## config.mk

```make
export PLATFORM = sky130hd
export DESIGN_NAME = dst_timers
export DESIGN_NICKNAME = d
export VERILOG_FILES = /design/src/logic/dst_pkg.sv /design/src/logic/dst_timers.sv
export SDC_FILE = /design/constraint.sdc
export NUM_CORES = 1
export LEC_CHECK = 0
export BUFFER_PORTS_ARGS = -buffer_cell sky130_fd_sc_hd__buf_4
export CAP_MARGIN = 20
export CORE_MARGIN = 2
export CORE_UTILIZATION = 45
export DETAILED_ROUTE_END_ITERATION = 12
export PLACE_DENSITY_LB_ADDON = 0.3
export REMOVE_ABC_BUFFERS = 1
export SYNTH_ARGS = -nofsm -noshare
export SYNTH_HDL_FRONTEND = slang
export SYNTH_SLANG_ARGS = --single-unit
```

## constraint.sdc

```tcl
create_clock -name mclk -period 2.91 [get_ports mclk]
set_clock_uncertainty 0.15 [all_clocks]
set_input_delay 0.582 -clock mclk [delete_from_list [all_inputs] [get_ports mclk]]
set_output_delay 0.582 -clock mclk [all_outputs]
set_load 0.005 [all_outputs]
```

## src/logic/dst_pkg.sv

```systemverilog
// package for the dual sixteen bit timers block
package dst_pkg;
  // register byte addresses
  localparam logic [7:0] ADDR_TX_LO = 8'h00;
  localparam logic [7:0] ADDR_TX_HI = 8'h04;
  localparam logic [7:0] ADDR_TX_EXT = 8'h08;
  localparam logic [7:0] ADDR_CMP_LO = 8'h0c;
  localparam logic [7:0] ADDR_CMP_HI = 8'h10;
  localparam logic [7:0] ADDR_TX_MODE = 8'h14;
  localparam logic [7:0] ADDR_TX_CTRL = 8'h18;
  localparam logic [7:0] ADDR_TY_LO = 8'h1c;
  localparam logic [7:0] ADDR_TY_HI = 8'h20;
  localparam logic [7:0] ADDR_TY_MODE = 8'h24;
  localparam logic [7:0] ADDR_STATUS = 8'h28;
  // timer x mode register fields
  localparam int TXM_MODE_LSB = 0;
  localparam int TXM_LATCH_ONLY = 3;
  localparam int TXM_SUBCLK = 4;
  localparam int TXM_WINDOW = 5;
  localparam int TXM_STOP = 7;
  localparam int TXM_DIV_LSB = 8;
  // timer x control register fields
  localparam int TXC_EDGE_SW = 0;
  localparam int TXC_OUTCTL1 = 1;
  localparam int TXC_OUTCTL2 = 2;
  localparam int TXC_DELAY_LSB = 3;
  localparam int TXC_TRIG_FALL = 5;
  localparam int TXC_EVT_EDGE6 = 6;
  localparam int TXC_EVT_EDGE7 = 7;
  // timer y mode register fields
  localparam int TYM_MODE_LSB = 0;
  localparam int TYM_EDGE = 2;
  localparam int TYM_SUBCLK = 3;
  localparam int TYM_LATCH_ONLY = 4;
  localparam int TYM_STOP = 7;
  localparam int TYM_DIV_LSB = 8;
  // status register fields (write one to clear)
  localparam int ST_TX_REQ = 0;
  localparam int ST_TY_REQ = 1;
  localparam int ST_EVX_REQ = 2;
  localparam int ST_EVY_REQ = 3;
  // reset values
  localparam logic [15:0] TX_RESET = 16'hffff;
  localparam logic [15:0] TY_RESET = 16'hffff;
  localparam logic [15:0] CMP_RESET = 16'h0000;
  localparam logic [1:0] EXT_RESET = 2'h0;
  // trigger filter length in sampling clocks
  localparam int TRIG_FILT_LEN = 4;
  // trigger delay choices in mclk cycles
  localparam logic [3:0] TRIG_DLY0 = 4'h0;
  localparam logic [3:0] TRIG_DLY1 = 4'h2;
  localparam logic [3:0] TRIG_DLY2 = 4'h4;
  localparam logic [3:0] TRIG_DLY3 = 4'h8;
  // timer x modes
  typedef enum logic [2:0] {
    DST_TX_TIMER = 3'h0, DST_TX_PULSE = 3'h1, DST_TX_PSW = 3'h2,
    DST_TX_PWM = 3'h3, DST_TX_EVENT = 3'h4, DST_TX_WIDTH = 3'h5
  } dst_txmode_e;
  // timer y modes
  typedef enum logic [1:0] {
    DST_TY_TIMER = 2'h0, DST_TY_PERIOD = 2'h1, DST_TY_EVENT = 2'h2, DST_TY_HL = 2'h3
  } dst_tymode_e;
  // power-switch sequencing, one-hot
  typedef enum logic [2:0] {
    DST_PS_IDLE = 3'b001, DST_PS_WAIT = 3'b010, DST_PS_RUN = 3'b100
  } dst_psst_e;
endpackage : dst_pkg

```

## src/logic/dst_timers.sv

```systemverilog
// dual sixteen bit timers x and y with apb register access
//
// Decided for this implementation: the address map and register access over APB.
`timescale 1ns/100ps
module dst_timers
  import dst_pkg::*;
#(
  parameter int DIV_W = 10
) (
  input wire logic mclk, // 250 mhz clock
  input wire logic arst_n, // async reset
  input wire logic psel, // apb select
  input wire logic penable, // apb enable
  input wire logic pwrite, // apb direction
  input wire logic [7:0] paddr, // apb byte address
  input wire logic [31:0] pwdata, // apb write data
  output logic [31:0] prdata, // apb read data
  output logic pready, // apb ready
  output logic pslverr, // apb error
  input wire logic sub_clock_in, // sub clock pin
  input wire logic trigger_in, // power switch trigger pin
  input wire logic stop_in_a, // output stop pin a
  input wire logic stop_in_b, // output stop pin b
  input wire logic event_in_x, // timer x event pin
  input wire logic event_in_y, // timer y event pin
  input wire logic timer1_uflow, // timer 1 underflow pulse, same clock
  output logic pulse_out_x, // timer x output pin
  output logic irq_x_ff, // timer x request level
  output logic irq_y_ff // timer y request level
);
  ////////////////////////////////////////////////////////////////
  logic [2:0] sub_sync_ff, trg_sync_ff, sa_sync_ff, sb_sync_ff, ex_sync_ff, ey_sync_ff;
  logic [17:0] tx_cnt_ff, tx_latch_ff;
  logic [15:0] cmp_ff, cmp_pend_ff, ty_cnt_ff, ty_latch_ff, ty_cap_ff;
  logic [15:0] txm_ff, txc_ff, tym_ff;
  logic [3:0] st_ff;
  logic [7:0] tx_hi_rd_ff, ty_lo_rd_ff;
  logic [1:0] tx_ext_rd_ff;
  logic ty_cap_vld_ff, win_ff, hi_pend_ff;
  logic [DIV_W-1:0] divx_ff, divy_ff;
  logic [TRIG_FILT_LEN-1:0] trg_hist_ff;
  logic trg_filt_ff;
  logic [3:0] trg_dly_ff;
  logic trg_dly_act_ff;
  dst_psst_e ps_ff;
  logic wr, rd, tick_x, tick_y, src_x, src_y, uf_x, uf_y, tx_run, hi_wr_x, evy_edge;
  logic ext_on, evx_edge, trg_edge, trg_fire, stop_evt;
  logic [3:0] dly_sel;
  dst_txmode_e txmode;
  dst_tymode_e tymode;

  assign wr = psel & penable & pwrite;
  assign rd = psel & penable & ~pwrite;
  assign txmode = dst_txmode_e'(txm_ff[TXM_MODE_LSB +: 3]);
  assign tymode = dst_tymode_e'(tym_ff[TYM_MODE_LSB +: 2]);

  ////////////////////////////////////////////////////////////////
  // two-stage synchronisers plus a third stage for edge detection
  always_ff @(posedge mclk or negedge arst_n) begin
    if (!arst_n) begin
      sub_sync_ff <= 3'h0;
      trg_sync_ff <= 3'h0;
      sa_sync_ff <= 3'h0;
      sb_sync_ff <= 3'h0;
      ex_sync_ff <= 3'h0;
      ey_sync_ff <= 3'h0;
    end else begin
      sub_sync_ff <= {sub_sync_ff[1:0], sub_clock_in};
      trg_sync_ff <= {trg_sync_ff[1:0], trigger_in};
      sa_sync_ff <= {sa_sync_ff[1:0], stop_in_a};
      sb_sync_ff <= {sb_sync_ff[1:0], stop_in_b};
      ex_sync_ff <= {ex_sync_ff[1:0], event_in_x};
      ey_sync_ff <= {ey_sync_ff[1:0], event_in_y};
    end
  end

  // rising edge of the sub clock pin counts whether oscillating or driven externally
  assign src_x = txm_ff[TXM_SUBCLK] ? (sub_sync_ff[1] & ~sub_sync_ff[2]) : 1'b1;
  assign src_y = tym_ff[TYM_SUBCLK] ? (sub_sync_ff[1] & ~sub_sync_ff[2]) : 1'b1;

  // count-source dividers, ratios 1, 2, 16, 32, 64, 128, 256 and 1024 mapped onto fixed taps
  always_ff @(posedge mclk or negedge arst_n) begin
    if (!arst_n) begin
      divx_ff <= '0;
      divy_ff <= '0;
    end else begin
      if (src_x) divx_ff <= divx_ff + 1'b1;
      if (src_y) divy_ff <= divy_ff + 1'b1;
    end
  end

  function automatic logic div_tick(input logic [2:0] sel, input logic [DIV_W-1:0] d, input logic src);
    logic [DIV_W-1:0] m;
    m = '0;
    unique case (sel)
      3'h0: m = '0;
      3'h1: m = DIV_W'(1);
      3'h2: m = DIV_W'(15);
      3'h3: m = DIV_W'(31);
      3'h4: m = DIV_W'(63);
      3'h5: m = DIV_W'(127);
      3'h6: m = DIV_W'(255);
      3'h7: m = DIV_W'(1023);
    endcase
    div_tick = src & ((d & m) == m);
  endfunction

  ////////////////////////////////////////////////////////////////
  // event edges; edge select doubles as interrupt edge
  assign evx_edge = txc_ff[TXC_EVT_EDGE6] ? (~ex_sync_ff[1] & ex_sync_ff[2])
                                          : (ex_sync_ff[1] & ~ex_sync_ff[2]);
  assign evy_edge = (tymode == DST_TY_HL) ? (ey_sync_ff[1] ^ ey_sync_ff[2]) :
                    tym_ff[TYM_EDGE] ? (~ey_sync_ff[1] & ey_sync_ff[2]) : (ey_sync_ff[1] & ~ey_sync_ff[2]);

  // trigger noise filter: four equal samples
  always_ff @(posedge mclk or negedge arst_n) begin
    if (!arst_n) begin
      trg_hist_ff <= '0;
      trg_filt_ff <= 1'b0;
    end else begin
      trg_hist_ff <= {trg_hist_ff[TRIG_FILT_LEN-2:0], trg_sync_ff[1]};
      if (&trg_hist_ff) trg_filt_ff <= 1'b1;
      else if (~|trg_hist_ff) trg_filt_ff <= 1'b0;
    end
  end
  assign trg_edge = txc_ff[TXC_TRIG_FALL] ? (~trg_hist_ff[0] & trg_filt_ff & ~|trg_hist_ff)
                                          : (trg_hist_ff[0] & ~trg_filt_ff & &trg_hist_ff);

  // trigger delay, one of four values
  always_comb begin
    dly_sel = TRIG_DLY0;
    unique case (txc_ff[TXC_DELAY_LSB +: 2])
      2'h0: dly_sel = TRIG_DLY0;
      2'h1: dly_sel = TRIG_DLY1;
      2'h2: dly_sel = TRIG_DLY2;
      2'h3: dly_sel = TRIG_DLY3;
    endcase
  end
  always_ff @(posedge mclk or negedge arst_n) begin
    if (!arst_n) begin
      trg_dly_ff <= 4'h0;
      trg_dly_act_ff <= 1'b0;
    end else if (trg_edge) begin
      trg_dly_ff <= dly_sel;
      trg_dly_act_ff <= 1'b1;
    end else if (trg_dly_act_ff && trg_dly_ff != 4'h0) begin
      trg_dly_ff <= trg_dly_ff - 4'h1;
    end else begin
      trg_dly_act_ff <= 1'b0;
    end
  end
  assign trg_fire = trg_dly_act_ff && trg_dly_ff == 4'h0;
  assign stop_evt = (txmode == DST_TX_PSW) &&
                    ((txc_ff[TXC_OUTCTL1] && sa_sync_ff[1] != sa_sync_ff[2]) ||
                     (txc_ff[TXC_OUTCTL2] && sb_sync_ff[1] != sb_sync_ff[2]));

  ////////////////////////////////////////////////////////////////
  // power-switch sequence: dummy output, then wait trigger, then run
  always_ff @(posedge mclk or negedge arst_n) begin
    if (!arst_n) ps_ff <= DST_PS_IDLE;
    else if (txmode != DST_TX_PSW) ps_ff <= DST_PS_IDLE;
    else if (!txm_ff[TXM_STOP]) begin // stop holds the phase so the output stays frozen
      unique case (ps_ff)
        DST_PS_IDLE: ps_ff <= DST_PS_WAIT;
        DST_PS_WAIT: if (trg_fire) ps_ff <= DST_PS_RUN;
        DST_PS_RUN: ps_ff <= DST_PS_RUN;
      endcase
    end
  end

  // event window gated by timer 1 underflow
  always_ff @(posedge mclk or negedge arst_n) begin
    if (!arst_n) win_ff <= 1'b1;
    else if (timer1_uflow) win_ff <= ~txm_ff[TXM_WINDOW];
  end

  ////////////////////////////////////////////////////////////////
  // timer x count tick per mode
  always_comb begin
    tick_x = 1'b0;
    unique case (txmode)
      DST_TX_EVENT: tick_x = evx_edge & win_ff;
      DST_TX_WIDTH: tick_x = div_tick(txm_ff[TXM_DIV_LSB +: 3], divx_ff, src_x) &
                             (ex_sync_ff[2] ^ txc_ff[TXC_EVT_EDGE6]);
      DST_TX_PSW: tick_x = div_tick(txm_ff[TXM_DIV_LSB +: 3], divx_ff, src_x) & (ps_ff == DST_PS_RUN);
      default: tick_x = div_tick(txm_ff[TXM_DIV_LSB +: 3], divx_ff, src_x);
    endcase
  end
  assign ext_on = (txmode != DST_TX_PSW) && (txmode != DST_TX_PWM);
  assign tx_run = tick_x & ~txm_ff[TXM_STOP];
  assign uf_x = tx_run && (ext_on ? tx_cnt_ff == 18'h0 : tx_cnt_ff[15:0] == 16'h0);
  assign hi_wr_x = wr && paddr == ADDR_TX_HI;

  // timer x counter and reload latch; ext bits form msbs
  always_ff @(posedge mclk or negedge arst_n) begin
    if (!arst_n) begin
      tx_cnt_ff <= {EXT_RESET, TX_RESET};
      tx_latch_ff <= {EXT_RESET, TX_RESET};
      hi_pend_ff <= 1'b0;
    end else begin
      if (wr && paddr == ADDR_TX_EXT) tx_latch_ff[17:16] <= pwdata[1:0];
      if (wr && paddr == ADDR_TX_LO) tx_latch_ff[7:0] <= pwdata[7:0];
      if (hi_wr_x) begin
        tx_latch_ff[15:8] <= pwdata[7:0];
        if (!txm_ff[TXM_LATCH_ONLY] || uf_x)
          tx_cnt_ff <= {tx_latch_ff[17:16], pwdata[7:0], tx_latch_ff[7:0]};
        hi_pend_ff <= txm_ff[TXM_LATCH_ONLY] & ~uf_x;
      end else if (uf_x) begin
        tx_cnt_ff <= ext_on ? tx_latch_ff : {2'h0, tx_latch_ff[15:0]};
        hi_pend_ff <= 1'b0;
      end else if (tx_run) begin
        tx_cnt_ff <= tx_cnt_ff - 18'h1;
      end
    end
  end

  // compare staged; applied at once, or with the pending timer value at underflow when latch-only
  always_ff @(posedge mclk or negedge arst_n) begin
    if (!arst_n) begin
      cmp_ff <= CMP_RESET;
      cmp_pend_ff <= CMP_RESET;
    end else begin
      if (wr && paddr == ADDR_CMP_LO) cmp_pend_ff[7:0] <= pwdata[7:0];
      if (wr && paddr == ADDR_CMP_HI) cmp_pend_ff[15:8] <= pwdata[7:0];
      if (!txm_ff[TXM_LATCH_ONLY] || (uf_x && hi_pend_ff)) cmp_ff <= cmp_pend_ff;
    end
  end

  // timer x output pin
  always_ff @(posedge mclk or negedge arst_n) begin
    if (!arst_n) pulse_out_x <= 1'b0;
    else begin
      unique case (txmode)
        DST_TX_PULSE: if (uf_x) pulse_out_x <= ~pulse_out_x;
        DST_TX_PSW, DST_TX_PWM: begin
          if (txmode == DST_TX_PSW && ps_ff == DST_PS_IDLE) pulse_out_x <= ~txc_ff[TXC_EDGE_SW];
          else if (txm_ff[TXM_STOP]) pulse_out_x <= pulse_out_x;
          else if (uf_x || (txmode == DST_TX_PSW && ps_ff == DST_PS_WAIT && trg_fire))
            pulse_out_x <= ~txc_ff[TXC_EDGE_SW];
          else if (tick_x && tx_cnt_ff[15:0] == cmp_ff) pulse_out_x <= txc_ff[TXC_EDGE_SW];
        end
        default: pulse_out_x <= 1'b0;
      endcase
    end
  end

  ////////////////////////////////////////////////////////////////
  // timer y tick, underflow, edge reload and capture
  assign tick_y = (tymode == DST_TY_EVENT) ? evy_edge
                                           : div_tick(tym_ff[TYM_DIV_LSB +: 3], divy_ff, src_y);
  assign uf_y = tick_y && !tym_ff[TYM_STOP] && ty_cnt_ff == 16'h0;

  always_ff @(posedge mclk or negedge arst_n) begin
    if (!arst_n) begin
      ty_cnt_ff <= TY_RESET;
      ty_latch_ff <= TY_RESET;
      ty_cap_ff <= TY_RESET;
      ty_cap_vld_ff <= 1'b0;
    end else begin
      if (wr && paddr == ADDR_TY_LO) ty_latch_ff[7:0] <= pwdata[7:0];
      if (wr && paddr == ADDR_TY_HI) begin
        ty_latch_ff[15:8] <= pwdata[7:0];
        if (!tym_ff[TYM_LATCH_ONLY] || uf_y) ty_cnt_ff <= {pwdata[7:0], ty_latch_ff[7:0]};
      end else if ((tymode == DST_TY_PERIOD || tymode == DST_TY_HL) && evy_edge) begin
        ty_cnt_ff <= ty_latch_ff;
      end else if (uf_y) begin
        ty_cnt_ff <= ty_latch_ff;
      end else if (tick_y && !tym_ff[TYM_STOP]) begin
        ty_cnt_ff <= ty_cnt_ff - 16'h1;
      end
      // capture held until one full read
      if ((tymode == DST_TY_PERIOD || tymode == DST_TY_HL) && evy_edge) begin
        ty_cap_ff <= ty_cnt_ff;
        ty_cap_vld_ff <= 1'b1;
      end else if (rd && paddr == ADDR_TY_LO) ty_cap_vld_ff <= 1'b0;
    end
  end

  ////////////////////////////////////////////////////////////////
  // request flags; hardware set beats software clear
  always_ff @(posedge mclk or negedge arst_n) begin
    if (!arst_n) st_ff <= 4'h0;
    else begin
      for (int i = 0; i < 4; i++) begin
        if (wr && paddr == ADDR_STATUS && pwdata[i]) st_ff[i] <= 1'b0;
      end
      if (uf_x) st_ff[ST_TX_REQ] <= 1'b1;
      if (uf_y || ((tymode == DST_TY_PERIOD || tymode == DST_TY_HL) && evy_edge))
        st_ff[ST_TY_REQ] <= 1'b1;
      if (evx_edge) st_ff[ST_EVX_REQ] <= 1'b1;
      if (evy_edge) st_ff[ST_EVY_REQ] <= 1'b1;
    end
  end

  // mode and control registers; stop inputs force the stop bit in power-switch mode
  always_ff @(posedge mclk or negedge arst_n) begin
    if (!arst_n) begin
      txm_ff <= 16'h0;
      txc_ff <= 16'h0;
      tym_ff <= 16'h0;
    end else begin
      if (wr && paddr == ADDR_TX_MODE) txm_ff <= pwdata[15:0];
      if (wr && paddr == ADDR_TX_CTRL) txc_ff <= pwdata[15:0];
      if (wr && paddr == ADDR_TY_MODE) tym_ff <= pwdata[15:0];
      if (stop_evt) txm_ff[TXM_STOP] <= 1'b1;
    end
  end

  ////////////////////////////////////////////////////////////////
  // apb read path with high-first latching of low bytes
  always_ff @(posedge mclk or negedge arst_n) begin
    if (!arst_n) begin
      prdata <= 32'h0;
      pready <= 1'b0;
      pslverr <= 1'b0;
      tx_hi_rd_ff <= 8'h0;
      tx_ext_rd_ff <= 2'h0;
      ty_lo_rd_ff <= 8'h0;
      irq_x_ff <= 1'b0;
      irq_y_ff <= 1'b0;
    end else begin
      irq_x_ff <= st_ff[ST_TX_REQ] | st_ff[ST_EVX_REQ];
      irq_y_ff <= st_ff[ST_TY_REQ] | st_ff[ST_EVY_REQ];
      pready <= psel & ~penable;
      pslverr <= 1'b0;
      if (psel && !penable) begin
        prdata <= 32'h0;
        pslverr <= paddr > ADDR_STATUS || paddr[1:0] != 2'h0;
        if (!pwrite) begin
          unique case (paddr)
            ADDR_TX_EXT: begin
              prdata <= {30'h0, tx_cnt_ff[17:16]};
              tx_ext_rd_ff <= tx_cnt_ff[17:16];
            end
            ADDR_TX_HI: begin
              prdata <= {24'h0, tx_cnt_ff[15:8]};
              tx_hi_rd_ff <= tx_cnt_ff[7:0];
            end
            ADDR_TX_LO: prdata <= {24'h0, tx_hi_rd_ff};
            ADDR_CMP_LO: prdata <= {24'h0, cmp_pend_ff[7:0]};
            ADDR_CMP_HI: prdata <= {24'h0, cmp_pend_ff[15:8]};
            ADDR_TX_MODE: prdata <= {16'h0, txm_ff};
            ADDR_TX_CTRL: prdata <= {16'h0, txc_ff};
            ADDR_TY_HI: begin
              prdata <= {24'h0, ty_cap_vld_ff ? ty_cap_ff[15:8] : ty_cnt_ff[15:8]};
              ty_lo_rd_ff <= ty_cap_vld_ff ? ty_cap_ff[7:0] : ty_cnt_ff[7:0];
            end
            ADDR_TY_LO: prdata <= {24'h0, ty_lo_rd_ff};
            ADDR_TY_MODE: prdata <= {16'h0, tym_ff};
            ADDR_STATUS: prdata <= {28'h0, st_ff};
            default: prdata <= 32'h0;
          endcase
        end
      end
    end
  end
endmodule : dst_timers

```

======== Word level (Yosys, flattened, before mapping) ========
Memory sizes are Yosys's and may differ from the RTL's.
Cells that the tools add are included.
operators by class
  equal/unequal tests ..................... 42
  $lt $le $gt $ge ......................... 1
  bitwise operators ....................... 44
  mux-type cells .......................... 58
  reductions and logical operators ........ 73
  add/subtract/negate cells ............... 5
operators by type and width
  cell                                                  number
  one-hot mux 16 bit (11 select lines)                  1
  2-to-1 mux 18 bit                                     5
  2-to-1 mux 16 bit                                     5
  bitwise AND 10 bit                                    4
  equality test 10 bit                                  4
  equality test 8 x 5 -> 1 bit (second input constant)  4
  logical AND 1 bit                                     32
  zero test 16 bit                                      2
  2-to-1 mux 32 bit                                     1
  2-to-1 mux 1 bit                                      31
  2-to-1 mux 10 bit                                     3
  equality test 8 x 6 -> 1 bit (second input constant)  3
  2-to-1 mux 8 bit                                      3
  bitwise AND 1 bit                                     22
  adder 10 x 1 -> 10 bit (second input constant)        2
  zero test 18 bit                                      1
  nonzero test 2 bit                                    9
  subtractor 18 x 1 -> 18 bit (second input constant)   1
  equality test 16 bit                                  1
  equality test 8 x 4 -> 1 bit (second input constant)  2
  one-hot mux 4 bit (4 select lines)                    1
  subtractor 16 x 1 -> 16 bit (second input constant)   1
  inverter 1 bit                                        14
  equality test 3 x 2 -> 1 bit (second input constant)  3
  other kinds (33)                                      68
word-level totals
  bits in read-only memories .............. 320
  memories kept ........................... 4
  input port bits ......................... 52
  output and inout bits ................... 37
  word-level logic and storage cells ...... 270
  bits in registers ....................... 274
memories
  memory            words  width  read ports  clocked after memory_dff  write ports  line              source
  (name not given)  8      10     1           0                         0            dst_timers.sv:95  unique case (sel)
  (name not given)  8      10     1           0                         0            dst_timers.sv:95
  (name not given)  8      10     1           0                         0            dst_timers.sv:95
  (name not given)  8      10     1           0                         0            dst_timers.sv:95

======== Depth between registers and ports, before layout ========
  word-level depth ........................ 14
  gate-level depth with buffers ........... 11
  mapped depth without buffers ............ 9

======== Least setup slack after synthesis ========
OpenSTA, ideal clock, no wires.
  path type ............................... input port to flip-flop
  start point ............................. input paddr[1]
  end point ............................... register tx_cnt_ff[16]
  path buffers ............................ 3
  stages .................................. 9
  library setup time ...................... 0.128 ns
  arrival time ............................ 2.493 ns
  required time ........................... 2.632 ns
  path slack .............................. 0.139 ns
  cell sequence ........................... or4b_2 nor2_1 buf_2 and2_1 clkbuf_1 clkbuf_1 nor2_1 o21ai_0 nand3_1
on the way
  longest elaborated chain between the ends .. 4
  elaborated cells on any way between the ends .. 6
  classes of those cells .................. eq/ne: 2; mux: 1; reduce/logical: 3
RTL lines
  item                                                                                   line               source
  from (decl)                                                                            dst_timers.sv:15   input wire logic [7:0] paddr,
  equality test 8 x 3 -> 1 bit *                                                         dst_timers.sv:192  assign hi_wr_x = wr && paddr == ADDR_TX_HI;
  logical AND 1 bit *                                                                    dst_timers.sv:192
  inequality test 2 x 1 -> 1 bit (no line) / nonzero test 3 bit (equally long branches)  n/a
  AND reduction 2 bit (no line)                                                          n/a
  to (signal assigned)                                                                   dst_timers.sv:197  tx_cnt_ff <= {EXT_RESET, TX_RESET};
  to (signal assigned)                                                                   dst_timers.sv:206  tx_cnt_ff <= {tx_latch_ff[17:16], pwdata[7:0], tx_latch_ff[7:0]};
  to (signal assigned)                                                                   dst_timers.sv:209  tx_cnt_ff <= ext_on ? tx_latch_ff : {2'h0, tx_latch_ff[15:0]};
  to (decl)                                                                              dst_timers.sv:33   logic [17:0] tx_cnt_ff, tx_latch_ff;
Mark *: on every way between the ends. The rest lies on a longest branch, timed or not.
A chain may end at the register's enable or synchronous reset.

======== Worst setup path after layout ========
  start point ............................. register ey_sync_ff[1]
  end point ............................... register ty_cnt_ff[4]
on the way
  longest elaborated chain between the ends .. 10
  elaborated cells on any way between the ends .. 17
  classes of those cells .................. eq/ne: 1; mux: 6; bitwise: 4; reduce/logical: 6
RTL lines
  item                                                                        line                                  source
  from (decl)                                                                 dst_timers.sv:32                      logic [2:0] sub_sync_ff, trg_sync_ff, sa_sync_ff, sb_sync_ff, ex_sync_ff, ey_sync_ff;
  from (signal assigned)                                                      dst_timers.sv:73                      ey_sync_ff <= {ey_sync_ff[1:0], event_in_y};
  inverter 1 bit                                                              dst_timers.sv:113                     tym_ff[TYM_EDGE] ? (~ey_sync_ff[1] & ey_sync_ff[2]) : (ey_sync_ff[1] & ~ey_sync_ff[2]);
  bitwise AND 1 bit                                                           dst_timers.sv:113
  2-to-1 mux 1 bit                                                            dst_timers.sv:113
  2-to-1 mux 1 bit *                                                          dst_timers.sv:112                     assign evy_edge = (tymode == DST_TY_HL) ? (ey_sync_ff[1] ^ ey_sync_ff[2]) :
  2-to-1 mux 1 bit                                                            dst_timers.sv:249                     assign tick_y = (tymode == DST_TY_EVENT) ? evy_edge
  logical AND 1 bit                                                           dst_timers.sv:251, dst_timers.sv:268
  logical AND 1 bit                                                           dst_timers.sv:251                     assign uf_y = tick_y && !tym_ff[TYM_STOP] && ty_cnt_ff == 16'h0;
  2-to-1 mux 16 bit / logical OR 1 bit (equally long branches)                dst_timers.sv:266, dst_timers.sv:263
  2-to-1 mux 16 bit / inequality test 2 x 1 -> 1 bit (equally long branches)  n/a
  2-to-1 mux 16 bit / AND reduction 2 bit (equally long branches)             n/a
  to (signal assigned)                                                        dst_timers.sv:263                     if (!tym_ff[TYM_LATCH_ONLY] || uf_y) ty_cnt_ff <= {pwdata[7:0], ty_latch_ff[7:0]};
  to (signal assigned)                                                        dst_timers.sv:265                     ty_cnt_ff <= ty_latch_ff;
  to (signal assigned)                                                        dst_timers.sv:267                     ty_cnt_ff <= ty_latch_ff;
  to (decl)                                                                   dst_timers.sv:34                      logic [15:0] cmp_ff, cmp_pend_ff, ty_cnt_ff, ty_latch_ff, ty_cap_ff;
Marked as above.

==> impl_metrics.tcl <==
set metrics [dict create \
    arrival_ns 3.09 \
    die_area_um2 28800 \
    p_comb_frac 0.181 \
    startpoint_type "register" \
    yosysSeqAreaShare 0.531 \
    powerDensity_nw_per_um2 656 \
    drt_wl_total_mm 33.2 \
    min_period_ns 2.77 \
    gp_congestion 0.867 \
    p_switching_w 0.00275 \
    routedWlPerCell_um 20.0 \
    switching_share 0.282 \
    avgSynthCellArea_um2 10.9 \
    final_max_slew_viol_count 0 \
    drt_pass1_iterations 8 \
    layout.cells.most_common_list "nand2_1, dfrtp_1, buf_4, mux2_2, dfstp_2" \
    met1_usage 0.325 \
    fp.coreArea_um2 27000 \
    clock-sinks 258 \
    timing.rr.start "ey_sync_ff[1]" \
    status "finished clean" \
    crit_type "reg2reg" \
    setup_ws_ns 0.137 \
    postLayoutCoreUtil 0.552 \
    ant_nets 0 \
    met3_usage 0.0380 \
    start_util 0.459 \
    p_seq_frac 0.455 \
    area_growth_pct 20.4 \
    io_pins 89 \
    clk_transition_reported_paths_ns 0.06 \
    netlist_area_um2 12400 \
    grt_util_met2 0.377 \
    drive_gt1_frac 0.333 \
    cts_buffers 28 \
    dp_hpwl_mm 23.5 \
    clock_path_buffers 3 \
    num_vias 9465 \
    worstPathMaxFanout 8 \
    maxCapViolCount 0 \
    layout_commonest_cell "nand2_1" \
    pwr-share-clk 0.365 \
    post-route-period-util 0.953 \
    crit_start "ey_sync_ff[1]" \
    final_area_um2 14900 \
    min_from "event_in_x" \
    placed_cell_area_um2 13800 \
    synthDistinctLibCells 72 \
    grt_setup_unrepaired "no" \
    critPathCaptureType "register" \
    die_h_um 170 \
    viasPerCell 5.72 \
    max_slew_margin 0.593 \
    antenna_found_initial 0 \
    fmax_ghz 0.361 \
    grt_overflow 0 \
    p_int_w 0.00702 \
    drc 0 \
    cts_tree "done" \
    p_leak_nw 6.92 \
    cp_data_required_time_ns 3.23 \
    rows 60 \
    drt_iter0_drc 706 \
    diodes 0 \
    clock_latency_ns 0.55 \
    syn_inst 1136 \
    synth-seq-cells 258 \
    die_w_um 170 \
    min_path_type "in2reg" \
    pre_cts_slack_ns -0.130 \
    grt.busiest_layer "met2" \
    grt_max_degree 68 \
    grtUsageTotal 0.236 \
    irDropWorstVdd_mv 0.442 \
    grt_first_pass_wirelength_mm 53.0 \
    hold_violations 0 \
    nFillCells 2327 \
    io_buffers 56 \
    yosysWarnings 0 \
    async_reset_ff_frac 1.00 \
    p_total_w 0.00977 \
    nNetsFinal 1350 \
    worstMarginPinSlew_ns 0.611 \
    ys.flop_type "dfrtp_1" \
    setup_violations 0 \
    ctsHtreeMaxLevel 1 \
    ctsRootBufferMaster "clkbuf_16" \
    synth_edf_count 0 \
    grt_pass1_vias 9414 \
]
## power by group through the flow
stage | Sequential [W] | Combinational (W) | Clock, W
after floorplan | 0.00445 | 0.00100 | 0
after global routing | 0.00449 | 0.00195 | 0.00378
after global placement | 0.00446 | 0.00169 | 0
final | 0.00444 | 0.00176 | 0.00356
after detailed placement | 0.00449 | 0.00173 | 0
after CTS | 0.00443 | 0.00175 | 0.00362
## cell usage after synthesis, types with 7 or more instances
cell type  count  area [µm²]
a21o_1         9        67.6
a21oi_1       21         105
a221oi_1      13         114
a222oi_1      14         140
a22o_1        15         131
a22oi_1       12        90.1
a31oi_1       13        81.3
buf_2          7        35.0
buf_4         19         143
clkbuf_1      37         139
dfrtp_1      176        4400
dfstp_2       82        2150
ha_1           7        87.6
inv_1         18        67.6
mux2_2        98        1100
mux2_4        10         150
mux2i_1       17         170
nand2_1      182         683
nand2b_1      13        81.3
nand3_1       20         100
nand4_1       11        68.8
nor2_1        57         214
nor3_1        27         135
nor4_1        10        62.6
o21ai_0       59         295
o21ai_1       19        95.1
o2bb2ai_1      7        61.3
or3_1         13        81.3
xnor2_1       19         166
xor2_1        29         254
## per-stage QoR
stage	TNS, ns	hold WS [ns]	std cells
floorplan	-15.65	0.136	1081
global placement	-0.389	0.182	1589
detailed placement	-1.03	0.185	1589
CTS	0	0.00173	1648
global route	0	0.00104	1654
finish	0	0.0162	1654
## registers in the layout, summed over array words and instances (netlist names), 10 cells and up
register and flops:
cmp_ff 16, cmp_pend_ff 16, divx_ff 10, divy_ff 10
prdata 16, tx_cnt_ff 18, tx_latch_ff 18, txc_ff 16
txm_ff 16, ty_cap_ff 16, ty_cnt_ff 16, ty_latch_ff 16
tym_ff 16
## cell type report
cell class | instances | area [µm²] | share of cell area
clock buffer | 42 | 855 | 0.0574
tap | 341 | 427 | 0.0287
clock inverter | 10 | 81.3 | 0.00546
sequential | 258 | 6560 | 0.441
inverter | 18 | 67.6 | 0.00454
timing repair buffer | 179 | 1430 | 0.0960
multi-input combinational | 806 | 5470 | 0.367
## final timing paths
path	slack, ns	end	depth (start not counted)
worst max register to register	0.14	ty_cnt_ff[4]	10
worst min-delay path	0.02	ex_sync_ff[0]	1
worst min register to register	0.20	ey_sync_ff[1]	0
worst max-delay path	0.14	ty_cnt_ff[4]	10
min in group asynchronous	0.40	trg_hist_ff[3]	2
max in group asynchronous	1.42	tx_cnt_ff[7]	3
## cells by family (layout without fill, tap and decap cells)
group / after synthesis / after routing / share of synthesized area
AND/OR/NAND/NOR: 380 / 380 / 0.147
flip-flops: 258 / 258 / 0.531
AO/OA/AOI/OAI: 229 / 230 / 0.130
multiplexers: 125 / 125 / 0.115
buffers and inverters: 88 / 249 / 0.0356
XOR/XNOR: 48 / 48 / 0.0340
adder cells (fa/ha/maj): 7 / 7 / 0.00709
other: 1 / 16 / 0.000303
## metal layers
metal | vias up | share of wire
met3 | 75 | 0.061
met2 | 303 | 0.47
li1 | 4373 | -
met5 | - | 0
met1 | 4714 | 0.44
met4 | 0 | 0.036
## critical path, stage by stage (launching register included)
cell	delay (ns)
dfrtp_1	0.38
inv_1	0.06
ha_1	0.19
mux2i_1	0.22
nor2_1	0.08
a41oi_1	0.47
nor4_4	0.10
buf_4	0.19
nor2_1	0.30
mux2_2	0.38
a22o_1	0.18
## timing repair
item / CTS / global route
buffers inserted: 0 / 6
endpoints found under the hold margin: 49 / 0
endpoints found under the setup margin: 4 / 43
hold buffers: 6 / 0
cloned: 1 / 0
pin swaps: 1 / 2
gates resized for setup: 1 / 5
No activity file was read; power rests on OpenSTA's default activity.
